File: src/inc/exu_pkg.sv
// constants shared by the general exception unit
package exu_pkg;
  // ----------------------------------------------------------------
  // exception codes
  // ----------------------------------------------------------------
  localparam logic [11:0] EXU_CODE_POWER_ON = 12'h000;
  localparam logic [11:0] EXU_CODE_ILL_SLOT = 12'h1A0;
  localparam logic [11:0] EXU_CODE_TRAP = 12'h160;
  localparam logic [11:0] EXU_CODE_BREAK = 12'h1E0;
  localparam logic [11:0] EXU_CODE_DMA_ADDR = 12'h5C0;
  localparam logic [11:0] EXU_CODE_TLB_RD = 12'h040;
  localparam logic [11:0] EXU_CODE_TLB_WR = 12'h060;
  localparam logic [11:0] EXU_CODE_PROT_RD = 12'h0A0;
  localparam logic [11:0] EXU_CODE_PROT_WR = 12'h0C0;
  localparam logic [11:0] EXU_CODE_INIT_WR = 12'h080;
  // ----------------------------------------------------------------
  // vector offsets from the vector base
  // ----------------------------------------------------------------
  localparam logic [31:0] EXU_VEC_GENERAL = 32'h0000_0100;
  localparam logic [31:0] EXU_VEC_TLB_MISS = 32'h0000_0400;
  // ----------------------------------------------------------------
  // register byte offsets on the APB
  // ----------------------------------------------------------------
  localparam logic [7:0] EXU_OFS_STATUS = 8'h00;
  localparam logic [7:0] EXU_OFS_SAVED_STATUS = 8'h04;
  localparam logic [7:0] EXU_OFS_SAVED_PC = 8'h08;
  localparam logic [7:0] EXU_OFS_VECTOR_BASE = 8'h0C;
  localparam logic [7:0] EXU_OFS_EVENT = 8'h10;
  localparam logic [7:0] EXU_OFS_TRAP_OPERAND = 8'h14;
  localparam logic [7:0] EXU_OFS_FAULT_ADDR = 8'h18;
  localparam logic [7:0] EXU_OFS_CONTROL = 8'h1C;
  localparam logic [7:0] EXU_OFS_TARGET = 8'h20;
  // ----------------------------------------------------------------
  // field positions
  // ----------------------------------------------------------------
  localparam int EXU_STATUS_MODE = 30;
  localparam int EXU_STATUS_BLOCK = 28;
  localparam int EXU_CTRL_AT = 0;
  localparam int EXU_TRAP_OPERAND_LSB = 2;
  // ----------------------------------------------------------------
  // reset values
  // ----------------------------------------------------------------
  localparam logic [31:0] EXU_RST_STATUS = 32'h5000_0000;
  localparam logic [31:0] EXU_RST_ZERO = 32'h0000_0000;
  localparam logic [31:0] EXU_RST_CONTROL = 32'h0000_0000;
  // ----------------------------------------------------------------
  // encodings
  // ----------------------------------------------------------------
  typedef enum logic [1:0] {
    EXU_BRK_PRE = 2'h0,
    EXU_BRK_OPERAND = 2'h1,
    EXU_BRK_DATA = 2'h2,
    EXU_BRK_IBUS = 2'h3
  } exu_brk_e;
  localparam logic [1:0] EXU_SIZE_BYTE = 2'h0;
  localparam logic [1:0] EXU_SIZE_WORD = 2'h1;
  localparam logic [1:0] EXU_SIZE_LONG = 2'h2;
endpackage
File: src/hw/exu_general_exception_unit.sv
// general exception recognition unit with APB register access
`timescale 1ns/100ps
`default_nettype none
module exu_general_exception_unit (
  input wire logic i_clk,
  input wire logic i_reset,
  // apb slave
  input wire logic i_psel,
  input wire logic i_penable,
  input wire logic i_pwrite,
  input wire logic [31:0] i_paddr,
  input wire logic [31:0] i_pwdata,
  output logic [31:0] o_prdata,
  output logic o_pready,
  output logic o_pslverr,
  // instruction pipeline
  input wire logic i_inst_valid,
  input wire logic [31:0] i_inst_pc,
  input wire logic [31:0] i_next_pc,
  input wire logic i_in_slot,
  input wire logic [31:0] i_branch_pc,
  input wire logic [31:0] i_branch_dest,
  input wire logic i_illegal_slot,
  input wire logic i_trap,
  input wire logic [7:0] i_trap_imm,
  input wire logic i_exc_return,
  input wire logic i_status_load,
  input wire logic [31:0] i_status_data,
  // mmu
  input wire logic i_mmu_req,
  input wire logic i_mmu_fetch,
  input wire logic i_mmu_write,
  input wire logic [31:0] i_mmu_addr,
  input wire logic i_cpu_addr_err,
  input wire logic i_tlb_hit,
  input wire logic i_tlb_valid,
  input wire logic i_tlb_prot_ok,
  input wire logic i_tlb_dirty,
  // break controller, dma controller, interrupt request
  input wire logic i_brk_req,
  input wire exu_pkg::exu_brk_e i_brk_kind,
  input wire logic i_dma_req,
  input wire logic [31:0] i_dma_addr,
  input wire logic [1:0] i_dma_size,
  input wire logic i_irq_req,
  // results
  output logic o_exc_take,
  output logic [31:0] o_exc_vector,
  output logic o_block_reset,
  output logic o_mmu_update,
  output logic o_refetch,
  output logic o_irq_accept
);
  import exu_pkg::*;

  logic [31:0] status;
  logic [31:0] saved_status;
  logic [31:0] saved_pc;
  logic [31:0] vector_base;
  logic [11:0] event_code;
  logic [31:0] trap_operand;
  logic [31:0] fault_addr;
  logic [31:0] control;
  logic [31:0] old_status;
  logic ret_slot;
  logic dma_pend;

  // ----------------------------------------------------------------
  // event detection
  // ----------------------------------------------------------------
  logic dma_misaligned;
  logic mmu_chk, tlb_miss, tlb_inval, tlb_prot, init_wr, mmu_fault;
  logic brk_ok, brk_pre, brk_done, fetch_block;

  assign dma_misaligned = i_dma_req && (((i_dma_size == EXU_SIZE_WORD) && i_dma_addr[0]) ||
                          ((i_dma_size == EXU_SIZE_LONG) && (i_dma_addr[1:0] != 2'h0)));
  // a cpu address error masks every mmu check of the same access
  assign mmu_chk = control[EXU_CTRL_AT] && i_inst_valid && i_mmu_req && !i_cpu_addr_err;
  assign tlb_miss = mmu_chk && !i_tlb_hit;
  assign tlb_inval = mmu_chk && i_tlb_hit && !i_tlb_valid;
  assign tlb_prot = mmu_chk && i_tlb_hit && i_tlb_valid && !i_tlb_prot_ok;
  assign init_wr = mmu_chk && i_tlb_hit && i_tlb_valid && i_tlb_prot_ok && i_mmu_write && !i_tlb_dirty;
  assign mmu_fault = tlb_miss || tlb_inval || tlb_prot || init_wr;
  // breaks are dropped under the block bit and in the return slot
  assign brk_ok = i_inst_valid && i_brk_req && !ret_slot && !status[EXU_STATUS_BLOCK];
  assign brk_pre = brk_ok && (i_brk_kind == EXU_BRK_PRE);
  assign brk_done = brk_ok && (i_brk_kind != EXU_BRK_PRE);
  // fetches in the return slot were issued under the status before restore
  assign fetch_block = ret_slot ? old_status[EXU_STATUS_BLOCK] : status[EXU_STATUS_BLOCK];

  function automatic logic [11:0] mmu_code(input logic miss_or_inv, input logic prot, input logic wr);
    logic [11:0] c;
    c = EXU_CODE_INIT_WR;
    if (miss_or_inv) begin
      c = wr ? EXU_CODE_TLB_WR : EXU_CODE_TLB_RD;
    end else if (prot) begin
      c = wr ? EXU_CODE_PROT_WR : EXU_CODE_PROT_RD;
    end
    return c;
  endfunction

  // ----------------------------------------------------------------
  // priority selection
  // ----------------------------------------------------------------
  logic fire, sel_miss, sel_mmu, sel_trap, sel_dma, eff_block;
  logic [11:0] next_code;
  logic [31:0] next_save;

  always_comb begin
    fire = 1'b1;
    sel_miss = 1'b0;
    sel_mmu = 1'b0;
    sel_trap = 1'b0;
    sel_dma = 1'b0;
    eff_block = status[EXU_STATUS_BLOCK];
    next_code = EXU_CODE_POWER_ON;
    next_save = i_inst_pc;
    if (brk_pre) begin
      next_code = EXU_CODE_BREAK;
      next_save = i_in_slot ? i_branch_pc : i_inst_pc;
    end else if (mmu_fault && i_mmu_fetch) begin
      sel_mmu = 1'b1;
      sel_miss = tlb_miss;
      eff_block = fetch_block;
      next_code = mmu_code(tlb_miss || tlb_inval, tlb_prot, 1'b0);
      next_save = i_mmu_addr;
    end else if (i_inst_valid && i_illegal_slot) begin
      next_code = EXU_CODE_ILL_SLOT;
      next_save = i_branch_pc;
    end else if (mmu_fault) begin
      sel_mmu = 1'b1;
      sel_miss = tlb_miss;
      next_code = mmu_code(tlb_miss || tlb_inval, tlb_prot, i_mmu_write);
      next_save = i_in_slot ? i_branch_pc : i_inst_pc;
    end else if (i_inst_valid && i_trap) begin
      sel_trap = 1'b1;
      next_code = EXU_CODE_TRAP;
      next_save = i_next_pc;
    end else if (brk_done) begin
      next_code = EXU_CODE_BREAK;
      next_save = i_in_slot ? i_branch_pc : i_next_pc;
    end else if (i_inst_valid && dma_pend && !status[EXU_STATUS_BLOCK]) begin
      sel_dma = 1'b1;
      next_code = EXU_CODE_DMA_ADDR;
      next_save = i_in_slot ? i_branch_dest : i_next_pc;
    end else begin
      fire = 1'b0;
    end
  end

  logic take, block_hit;
  assign take = fire && !eff_block;
  assign block_hit = fire && eff_block;

  // ----------------------------------------------------------------
  // apb decode
  // ----------------------------------------------------------------
  logic setup, wr_en;
  logic mapped;
  logic [31:0] rd_mux;
  assign setup = i_psel && !i_penable;
  assign wr_en = i_psel && i_penable && o_pready && i_pwrite && !o_pslverr;

  always_comb begin
    mapped = 1'b1;
    rd_mux = EXU_RST_ZERO;
    case (i_paddr[7:0])
      EXU_OFS_STATUS: rd_mux = status;
      EXU_OFS_SAVED_STATUS: rd_mux = saved_status;
      EXU_OFS_SAVED_PC: rd_mux = saved_pc;
      EXU_OFS_VECTOR_BASE: rd_mux = vector_base;
      EXU_OFS_EVENT: rd_mux = {20'h00000, event_code};
      EXU_OFS_TRAP_OPERAND: rd_mux = trap_operand;
      EXU_OFS_FAULT_ADDR: rd_mux = fault_addr;
      EXU_OFS_CONTROL: rd_mux = control;
      EXU_OFS_TARGET: rd_mux = o_exc_vector;
      default: mapped = 1'b0;
    endcase
    if (i_paddr[31:8] != 24'h000000) begin
      mapped = 1'b0;
    end
  end

  // ready one cycle after setup: every transfer has one access cycle
  always_ff @(posedge i_clk or posedge i_reset) begin
    if (i_reset) begin
      o_pready <= 1'b0;
      o_pslverr <= 1'b0;
      o_prdata <= EXU_RST_ZERO;
    end else begin
      o_pready <= setup;
      o_pslverr <= setup && !mapped;
      if (setup) begin
        o_prdata <= (!i_pwrite && mapped) ? rd_mux : EXU_RST_ZERO;
      end
    end
  end

  // ----------------------------------------------------------------
  // status and saved state
  // ----------------------------------------------------------------
  logic [31:0] next_status;
  always_comb begin
    next_status = status;
    if (wr_en && (i_paddr[7:0] == EXU_OFS_STATUS)) begin
      next_status = i_pwdata;
    end
    if (i_inst_valid && i_exc_return) begin
      next_status = saved_status;
    end
    if (i_inst_valid && i_status_load) begin
      next_status = i_status_data;
    end
    if (take) begin
      next_status[EXU_STATUS_MODE] = 1'b1;
      next_status[EXU_STATUS_BLOCK] = 1'b1;
    end
  end

  always_ff @(posedge i_clk or posedge i_reset) begin
    if (i_reset) begin
      status <= EXU_RST_STATUS;
    end else begin
      status <= next_status;
    end
  end

  // hardware saving wins over a software write in the same cycle
  always_ff @(posedge i_clk or posedge i_reset) begin
    if (i_reset) begin
      saved_status <= EXU_RST_ZERO;
      saved_pc <= EXU_RST_ZERO;
    end else if (take) begin
      saved_status <= status;
      saved_pc <= next_save;
    end else if (wr_en && (i_paddr[7:0] == EXU_OFS_SAVED_STATUS)) begin
      saved_status <= i_pwdata;
    end else if (wr_en && (i_paddr[7:0] == EXU_OFS_SAVED_PC)) begin
      saved_pc <= i_pwdata;
    end
  end

  always_ff @(posedge i_clk or posedge i_reset) begin
    if (i_reset) begin
      vector_base <= EXU_RST_ZERO;
      control <= EXU_RST_CONTROL;
    end else if (wr_en && (i_paddr[7:0] == EXU_OFS_VECTOR_BASE)) begin
      vector_base <= i_pwdata;
    end else if (wr_en && (i_paddr[7:0] == EXU_OFS_CONTROL)) begin
      control <= {31'h00000000, i_pwdata[EXU_CTRL_AT]};
    end
  end

  // ----------------------------------------------------------------
  // event, trap operand and fault address
  // ----------------------------------------------------------------
  always_ff @(posedge i_clk or posedge i_reset) begin
    if (i_reset) begin
      event_code <= EXU_CODE_POWER_ON;
      trap_operand <= EXU_RST_ZERO;
      fault_addr <= EXU_RST_ZERO;
    end else if (take) begin
      event_code <= next_code;
      if (sel_trap) begin
        trap_operand <= {22'h000000, i_trap_imm, 2'h0};
      end
      if (sel_mmu) begin
        fault_addr <= i_mmu_addr;
      end
    end
  end

  // ----------------------------------------------------------------
  // return slot tracking and dma error pending
  // ----------------------------------------------------------------
  always_ff @(posedge i_clk or posedge i_reset) begin
    if (i_reset) begin
      ret_slot <= 1'b0;
      old_status <= EXU_RST_STATUS;
    end else if (i_inst_valid) begin
      ret_slot <= i_exc_return && !take;
      if (i_exc_return) begin
        old_status <= status;
      end
    end
  end

  // a new error arriving as the old one is taken stays pending
  always_ff @(posedge i_clk or posedge i_reset) begin
    if (i_reset) begin
      dma_pend <= 1'b0;
    end else if (dma_misaligned) begin
      dma_pend <= 1'b1;
    end else if (take && sel_dma) begin
      dma_pend <= 1'b0;
    end
  end

  // ----------------------------------------------------------------
  // result outputs
  // ----------------------------------------------------------------
  always_ff @(posedge i_clk or posedge i_reset) begin
    if (i_reset) begin
      o_exc_take <= 1'b0;
      o_exc_vector <= EXU_RST_ZERO;
      o_block_reset <= 1'b0;
      o_mmu_update <= 1'b0;
      o_refetch <= 1'b0;
      o_irq_accept <= 1'b0;
    end else begin
      o_exc_take <= take;
      if (take) begin
        o_exc_vector <= vector_base + (sel_miss ? EXU_VEC_TLB_MISS : EXU_VEC_GENERAL);
      end
      o_block_reset <= block_hit;
      o_mmu_update <= take && sel_mmu;
      o_refetch <= i_inst_valid && i_status_load && !take &&
                   ((i_status_data[EXU_STATUS_MODE] != status[EXU_STATUS_MODE]) ||
                    (i_status_data[EXU_STATUS_BLOCK] != status[EXU_STATUS_BLOCK]));
      o_irq_accept <= i_inst_valid && i_irq_req && !fire && !status[EXU_STATUS_BLOCK];
    end
  end
endmodule
`default_nettype wire

File: config.mk
export PLATFORM = sky130hd
export DESIGN_NAME = exu_general_exception_unit
export DESIGN_NICKNAME = d
export VERILOG_FILES = /design/src/inc/exu_pkg.sv /design/src/hw/exu_general_exception_unit.sv
export SDC_FILE = /design/constraint.sdc
export NUM_CORES = 1
export LEC_CHECK = 0
export ABC_AREA = 1
export ABC_CLOCK_PERIOD_IN_PS = 12100
export BUFFER_PORTS_ARGS = -buffer_cell sky130_fd_sc_hd__clkbuf_2
export CAP_MARGIN = 5
export CELL_PAD_IN_SITES_DETAIL_PLACEMENT = 0
export CELL_PAD_IN_SITES_GLOBAL_PLACEMENT = 1
export CORE_ASPECT_RATIO = 0.6
export CORE_MARGIN = 2
export CORE_UTILIZATION = 38
export DETAILED_ROUTE_END_ITERATION = 10
export PLACE_DENSITY_LB_ADDON = 0.12
export RECOVER_POWER = 50
export SLEW_MARGIN = 10
export SYNTH_ARGS = -nofsm -noshare
export SYNTH_HDL_FRONTEND = slang
export SYNTH_SLANG_ARGS = --single-unit
File: constraint.sdc
create_clock -name i_clk -period 12.1 [get_ports i_clk]
set_input_delay 3.63 -clock i_clk [delete_from_list [all_inputs] [get_ports i_clk]]
set_output_delay 3.63 -clock i_clk [all_outputs]
set_load 0.1 [all_outputs]
-- Yosys cells after proc, flatten, opt, wreduce, memory -nomap -nowiden
Index checks and enable logic that the tools add are counted.
- add/sub/neg operators: 1
- $mul: 0
- divide/modulo/power cells: 0
- $lt $le $gt $ge: 0
- eq/ne operators: 13
- shift-type cells: 0
- muxes and demuxes: 69
- bitwise operators: 1
- reduce and logical (&&, ||, !) cells: 83
- operators with widths (operator ; count):
    $mux 32 ; 19
    $pmux 32 s9 ; 1
    $logic_and 1x1->1 ; 48
    $mux 12 ; 4
    $mux 11 ; 4
    $mux 1 ; 35
    $add 32x11->32 ; 1
    $eq 8x5->1 const B ; 4
    $reduce_bool 24->1 ; 1
    $eq 8x4->1 const B ; 2
    $mux 8 ; 2
    $logic_not 1->1 ; 14
    $mux 7 ; 2
    $mux 6 ; 2
    $reduce_and 2->1 ; 5
    $reduce_bool 2->1 ; 5
    $reduce_or 9->1 ; 1
    $eq 8x3->1 const B ; 1
    $eq 8x6->1 const B ; 1
    $logic_not 8->1 ; 1
    $logic_or 1x1->1 ; 5
    $reduce_bool 4->1 ; 1
    $reduce_bool 3->1 ; 1
    $eq 2x1->1 const B ; 1
    other kinds (5) ; 6
- register bits: 283
- bits in latches: 0
- bits in writable memories: 0
- ROM bits: 0
- bits of input ports: 322
- output and inout bits: 71
- logic and storage cells: 188
- memories: 0

-- Longest topological paths before layout
- depth in word-level cells: 17
- mapped depth: 23
- gate-level depth less buffers: 23

-- Worst setup path after synthesis
No wires, ideal clock.
- path kind: input to register
- start point: input port i_inst_valid
- end point: register o_exc_vector[26]
- library setup time: 0.134 ns
- arrival: 6.036 ns
- required time: 11.966 ns
- path slack: 5.931 ns
- cell stages on the path: 21
- buffers on the path: 1
- cell sequence: buf_4 nand3_2 nor2_4 nand2_1 nand2_4 nand2_4 inv_1 nor2_1 nor4_1 inv_1 ha_1 ha_1 nand2_1 inv_1 o21ai_0 inv_1 nand4_1 nor2_1 nand2_1 xor2_1 o21ai_0
- cells in the longest elaborated chain, start to end: 15
- elaborated cells on any way between the ends: 41
- classes of those cells: add/sub: 1; mux: 14; reduce/logical: 26
- ends and longest elaborated chain (element ; RTL line ; source):
    from (decl) ; exu_general_exception_unit.sv:17 ; input wire logic i_inst_valid,
    $logic_and 1x1->1 (3 in series) ; exu_general_exception_unit.sv:78 ; assign mmu_chk = control[EXU_CTRL_AT] && i_inst_valid && i_mmu_req && !i_cpu_addr_err;
    $logic_and 1x1->1 ; exu_general_exception_unit.sv:80, exu_general_exception_unit.sv:81, exu_general_exception_unit.sv:82 ;
    $logic_and 1x1->1 ; exu_general_exception_unit.sv:81, exu_general_exception_unit.sv:82 ;
    $logic_and 1x1->1 (3 in series) ; exu_general_exception_unit.sv:82 ; assign init_wr = mmu_chk && i_tlb_hit && i_tlb_valid && i_tlb_prot_ok && i_mmu_write && !i_tlb_dirty;
    $logic_or 1x1->1 ; exu_general_exception_unit.sv:83 ; assign mmu_fault = tlb_miss || tlb_inval || tlb_prot || init_wr;
    $mux 1 ; exu_general_exception_unit.sv:130 ; end else if (mmu_fault) begin
    $mux 1 ; exu_general_exception_unit.sv:127 ; end else if (i_inst_valid && i_illegal_slot) begin
    $mux 1 ; exu_general_exception_unit.sv:121 ; end else if (mmu_fault && i_mmu_fetch) begin
    $mux 1 ; exu_general_exception_unit.sv:118 ; if (brk_pre) begin
    $mux 11 ; exu_general_exception_unit.sv:313 ; o_exc_vector <= vector_base + (sel_miss ? EXU_VEC_TLB_MISS : EXU_VEC_GENERAL);
    $add 32x11->32 ; exu_general_exception_unit.sv:313 ;
    to (signal assigned) ; exu_general_exception_unit.sv:313 ;
    to (decl) ; exu_general_exception_unit.sv:48 ; output logic [31:0] o_exc_vector,
Several ways; a longest one is shown, not always the timed one.
A chain may end at the register's enable or synchronous reset.

-- Final worst setup path
- start point: input port i_inst_valid
- end point: register o_exc_vector[27]
Same word-level chain as after synthesis.

==> impl_metrics.prom <==
# TYPE chip_impl_metric gauge
chip_impl_metric{name="syn2layout_area_growth",unit="%"} 17.2
chip_impl_metric{name="chipWidth",unit="um"} 275
chip_impl_metric{name="p_per_area",unit="nW/um2"} 133
chip_impl_info{name="synth_flop_cell",value="dfrtp_1"} 1
chip_impl_metric{name="crit_path_max_incr_delay",unit="ns"} 0.57
chip_impl_metric{name="insertion_delay",unit="ns"} 0.54
chip_impl_metric{name="drt_pre_antenna_iters",unit=""} 6
chip_impl_metric{name="dr_total_vias",unit=""} 18600
chip_impl_metric{name="drt_iter0_drc",unit=""} 1565
chip_impl_metric{name="synthesis.area_per_instance",unit="um2"} 6.29
chip_impl_metric{name="hold_buffers",unit=""} 0
chip_impl_metric{name="synth_enable_flop_cells",unit=""} 0
chip_impl_info{name="yosysMostFrequentCell",value="nand2_1"} 1
chip_impl_metric{name="synth-async-reset-ratio",unit=""} 1.00
chip_impl_metric{name="boundaryPins",unit=""} 393
chip_impl_metric{name="antenna_violations_before_repair",unit=""} 5
chip_impl_metric{name="synthDominantCellAreaShare",unit=""} 0.365
chip_impl_metric{name="finalSetupViolCount",unit=""} 0
chip_impl_info{name="cpLargestDelayFamily",value="simple AND/OR/NAND/NOR gates"} 1
chip_impl_metric{name="final_wirelength",unit="um"} 68700
chip_impl_info{name="timing.critical_path.cells",value="clkbuf_2 > nand3_2 > nor2_4 > nand2_1 > nand2_4 > nand2_4 > inv_1 > nor2_1 > nor4_1 > ha_1 > nand2_1 > o21ai_0 > nand3_1 > nor2_1 > nand3_1 > nor2_1 > nand2_1 > nand2_1 > o22ai_1"} 1
chip_impl_info{name="cp_common_cell",value="nand2_1"} 1
chip_impl_metric{name="finalClockSkew",unit="ns"} 0.0104
chip_impl_metric{name="port_buffers",unit=""} 362
chip_impl_metric{name="tightest_slew_margin_relative_to_the_limit",unit=""} -1.84
chip_impl_metric{name="tightestPinTransition",unit="ns"} 4.23
chip_impl_metric{name="row_count",unit=""} 59
chip_impl_info{name="worst_setup_path_startpoint",value="i_inst_valid"} 1
chip_impl_metric{name="global_route.usage.total",unit=""} 0.295
chip_impl_info{name="slowest_stage",value="nor4_1"} 1
chip_impl_metric{name="total_grt_overflow",unit=""} 0
chip_impl_metric{name="postSynthNetCount",unit=""} 2995
chip_impl_metric{name="final.setup.tns",unit="ns"} 0
chip_impl_metric{name="number_of_max_cap_violations",unit=""} 2
chip_impl_info{name="post_synth_main_area_contributors",value="dfrtp_1, nand2_1, nand3_1"} 1
chip_impl_metric{name="max-vdd-ir-drop",unit="mV"} 0.0950
chip_impl_metric{name="num_cts_buffers",unit=""} 24
chip_impl_metric{name="post_drt_via_cell_ratio",unit=""} 5.27
chip_impl_info{name="grt_setup_unrepaired",value="false"} 1
chip_impl_metric{name="synth_cell_type_count",unit=""} 42
chip_impl_metric{name="critical_path.n_buffers_inverters",unit=""} 2
chip_impl_metric{name="avgRoutedWirePerCell",unit="um"} 19.5
chip_impl_metric{name="core_area",unit="um2"} 43500
chip_impl_metric{name="ys_ff_latch",unit=""} 248
chip_impl_metric{name="gpl.final_weighted_congestion",unit=""} 0.891
chip_impl_metric{name="finalCritPeriodShare",unit=""} 0.673
chip_impl_metric{name="cp.arrival",unit="ns"} 8.53
chip_impl_metric{name="seq_area_frac_synth",unit=""} 0.370
chip_impl_info{name="critPathLaunchType",value="input port"} 1
chip_impl_metric{name="post_cts_resize_count",unit=""} 0
chip_impl_metric{name="clk_transition_reported_paths",unit="ns"} 0.07
chip_impl_metric{name="postSynthCellCount",unit=""} 2670
chip_impl_info{name="run_status",value="complete, but fails checks"} 1
chip_impl_info{name="end_kind",value="flop"} 1
chip_impl_info{name="ctsRootBufferMaster",value="clkbuf_16"} 1
chip_impl_info{name="tritoncts",value="yes"} 1
chip_impl_metric{name="ant_nets",unit=""} 0
chip_impl_metric{name="grt_pass1_wl",unit="um"} 104000
chip_impl_info{name="min-delay-start",value="o_prdata[8]"} 1
chip_impl_metric{name="timing.hold.ws",unit="ns"} 0.481
chip_impl_metric{name="cts_htree_levels",unit=""} 1
chip_impl_metric{name="final_net_count",unit=""} 3254
chip_impl_metric{name="post-route-worst-setup-slack",unit="ns"} 3.95
chip_impl_metric{name="finalHoldViolations",unit=""} 0
chip_impl_info{name="holdCritPathClass",value="reg -> reg"} 1
chip_impl_info{name="r2r-start",value="control[0]"} 1
chip_impl_metric{name="ys_warns",unit=""} 0
chip_impl_metric{name="maximum_number_of_pins_on_one_net_before_global_route_repair",unit=""} 160
chip_impl_metric{name="finalMaxSlewViolations",unit=""} 159
chip_impl_metric{name="drc_errors",unit=""} 0
chip_impl_metric{name="dp_slack",unit="ns"} 3.52
chip_impl_metric{name="cp_max_fo",unit=""} 54
chip_impl_metric{name="dieHeight",unit="um"} 167
chip_impl_metric{name="die_footprint",unit="um2"} 45900
chip_impl_info{name="synth_common_cells",value="nand2_1, inv_1, dfrtp_1"} 1
chip_impl_metric{name="dp_hpwl",unit="um"} 48100
chip_impl_metric{name="first_global_vias",unit=""} 17300
chip_impl_metric{name="synth_area",unit="um2"} 16800
chip_impl_metric{name="cp_data_required_time",unit="ns"} 12.49
chip_impl_metric{name="clock-sinks",unit=""} 248
chip_impl_metric{name="cts_buffer_depth",unit=""} 3
chip_impl_metric{name="cts_post_setup_buffers_inserted",unit=""} 0
chip_impl_metric{name="post-route-min-period",unit="ns"} 8.15
chip_impl_info{name="failed_checks",value="capacitance limit, slew limit"} 1
chip_impl_info{name="crit_type",value="in -> reg"} 1
chip_impl_metric{name="floorplan.initialDensity",unit=""} 0.386
chip_impl_metric{name="max_freq",unit="MHz"} 123
chip_impl_metric{name="cellLeakagePower",unit="nW"} 10.8
chip_impl_metric{name="layout-drive-gt1-share",unit=""} 0.160
chip_impl_info{name="area_leader_netlist",value="dfrtp_1"} 1
power breakdown:
| part | switching (mW) | leakage [nW] | internal, mW |
|---|---|---|---|
| Clock | 0.345 | 0.400 | 0.447 |
| Combinational | 0.503 | 7.18 | 0.224 |
| Sequential | 0.110 | 3.23 | 0.989 |
| Total | 0.957 | 10.8 | 1.66 |
through the flow:
step                 util  power (mW)  cell area, um2  instances
floorplan               -        1.57           16800       2670
global placement    0.435        1.81           18900       3482
detailed placement  0.435        1.83           18900       3482
CTS                 0.453        2.62           19700       3526
global route        0.452        2.77           19700       3531
finish              0.452        2.62           19700       3531
final timing paths:
kind	end	slack [ns]	cells after the start
setup / recovery	o_exc_vector[27]	3.95	19
hold / removal	o_prdata[8]	0.48	2
setup reg to reg	o_exc_vector[27]	6.91	18
hold reg to reg	o_prdata[8]	0.48	2
max in group asynchronous	saved_pc[11]	5.70	3
min in group asynchronous	o_prdata[25]	4.33	2
flip-flops by register name, indices dropped and copies added (netlist names), 5 cells and up:
register and cells:
event_code 5, fault_addr 32, o_exc_vector 32, o_prdata 32, saved_pc 32, saved_status 32
status 32, trap_operand 8, vector_base 32
cell families after synthesis:
logic type / Yosys count / share of synthesized area
fa+ha+maj: 3 / 0.00224
buf+inv: 438 / 0.105
flops: 248 / 0.370
compound gates: 409 / 0.137
xor+xnor: 13 / 0.00679
simple gates: 1559 / 0.379
routing by layer:
metal / vias to the layer above / routed length (um) / track usage / share of wire
met4: 0 / 2260 / 0.0978 / 0.033
met1: 8871 / 31400 / 0.428 / 0.46
met2: 670 / 31200 / 0.461 / 0.45
li1: 8954 / - / - / -
met5: - / 0 / 0 / 0
met3: 116 / 3880 / 0.0264 / 0.056
cell usage in the layout, fill, tap and decap left out, types with 8 or more instances in the layout:
cell type  instances
buf_4             29
a22o_1            12
nand4_1           16
dfrtp_1          245
clkbuf_2         329
o211ai_1          24
o21ai_2           23
o21ai_1           48
xor2_1            11
inv_1            271
clkbuf_1          39
clkbuf_16         25
or2_2             16
a21oi_1           87
nor4_1             8
nor3_1            10
nor2_1           224
nand3_1          243
nand2_1         1018
o21ai_0          192
final cells by class:
cell class / instances / area, um2
inverters: 278 / 1040
flip-flops and latches: 248 / 6210
repair buffers: 393 / 2010
well taps: 579 / 724
multi-input cells: 1984 / 8870
fillers: 4735 / 23800
clock buffers: 35 / 703
diodes: 5 / 12.5
clock inverters: 9 / 98.8
tightest hold or removal path, stage by stage (launching register included):
cell and delay, ns:
dfrtp_1 0.35, nand2_1 0.05, nand2_1 0.05
Power figures use the tool's default switching activity.
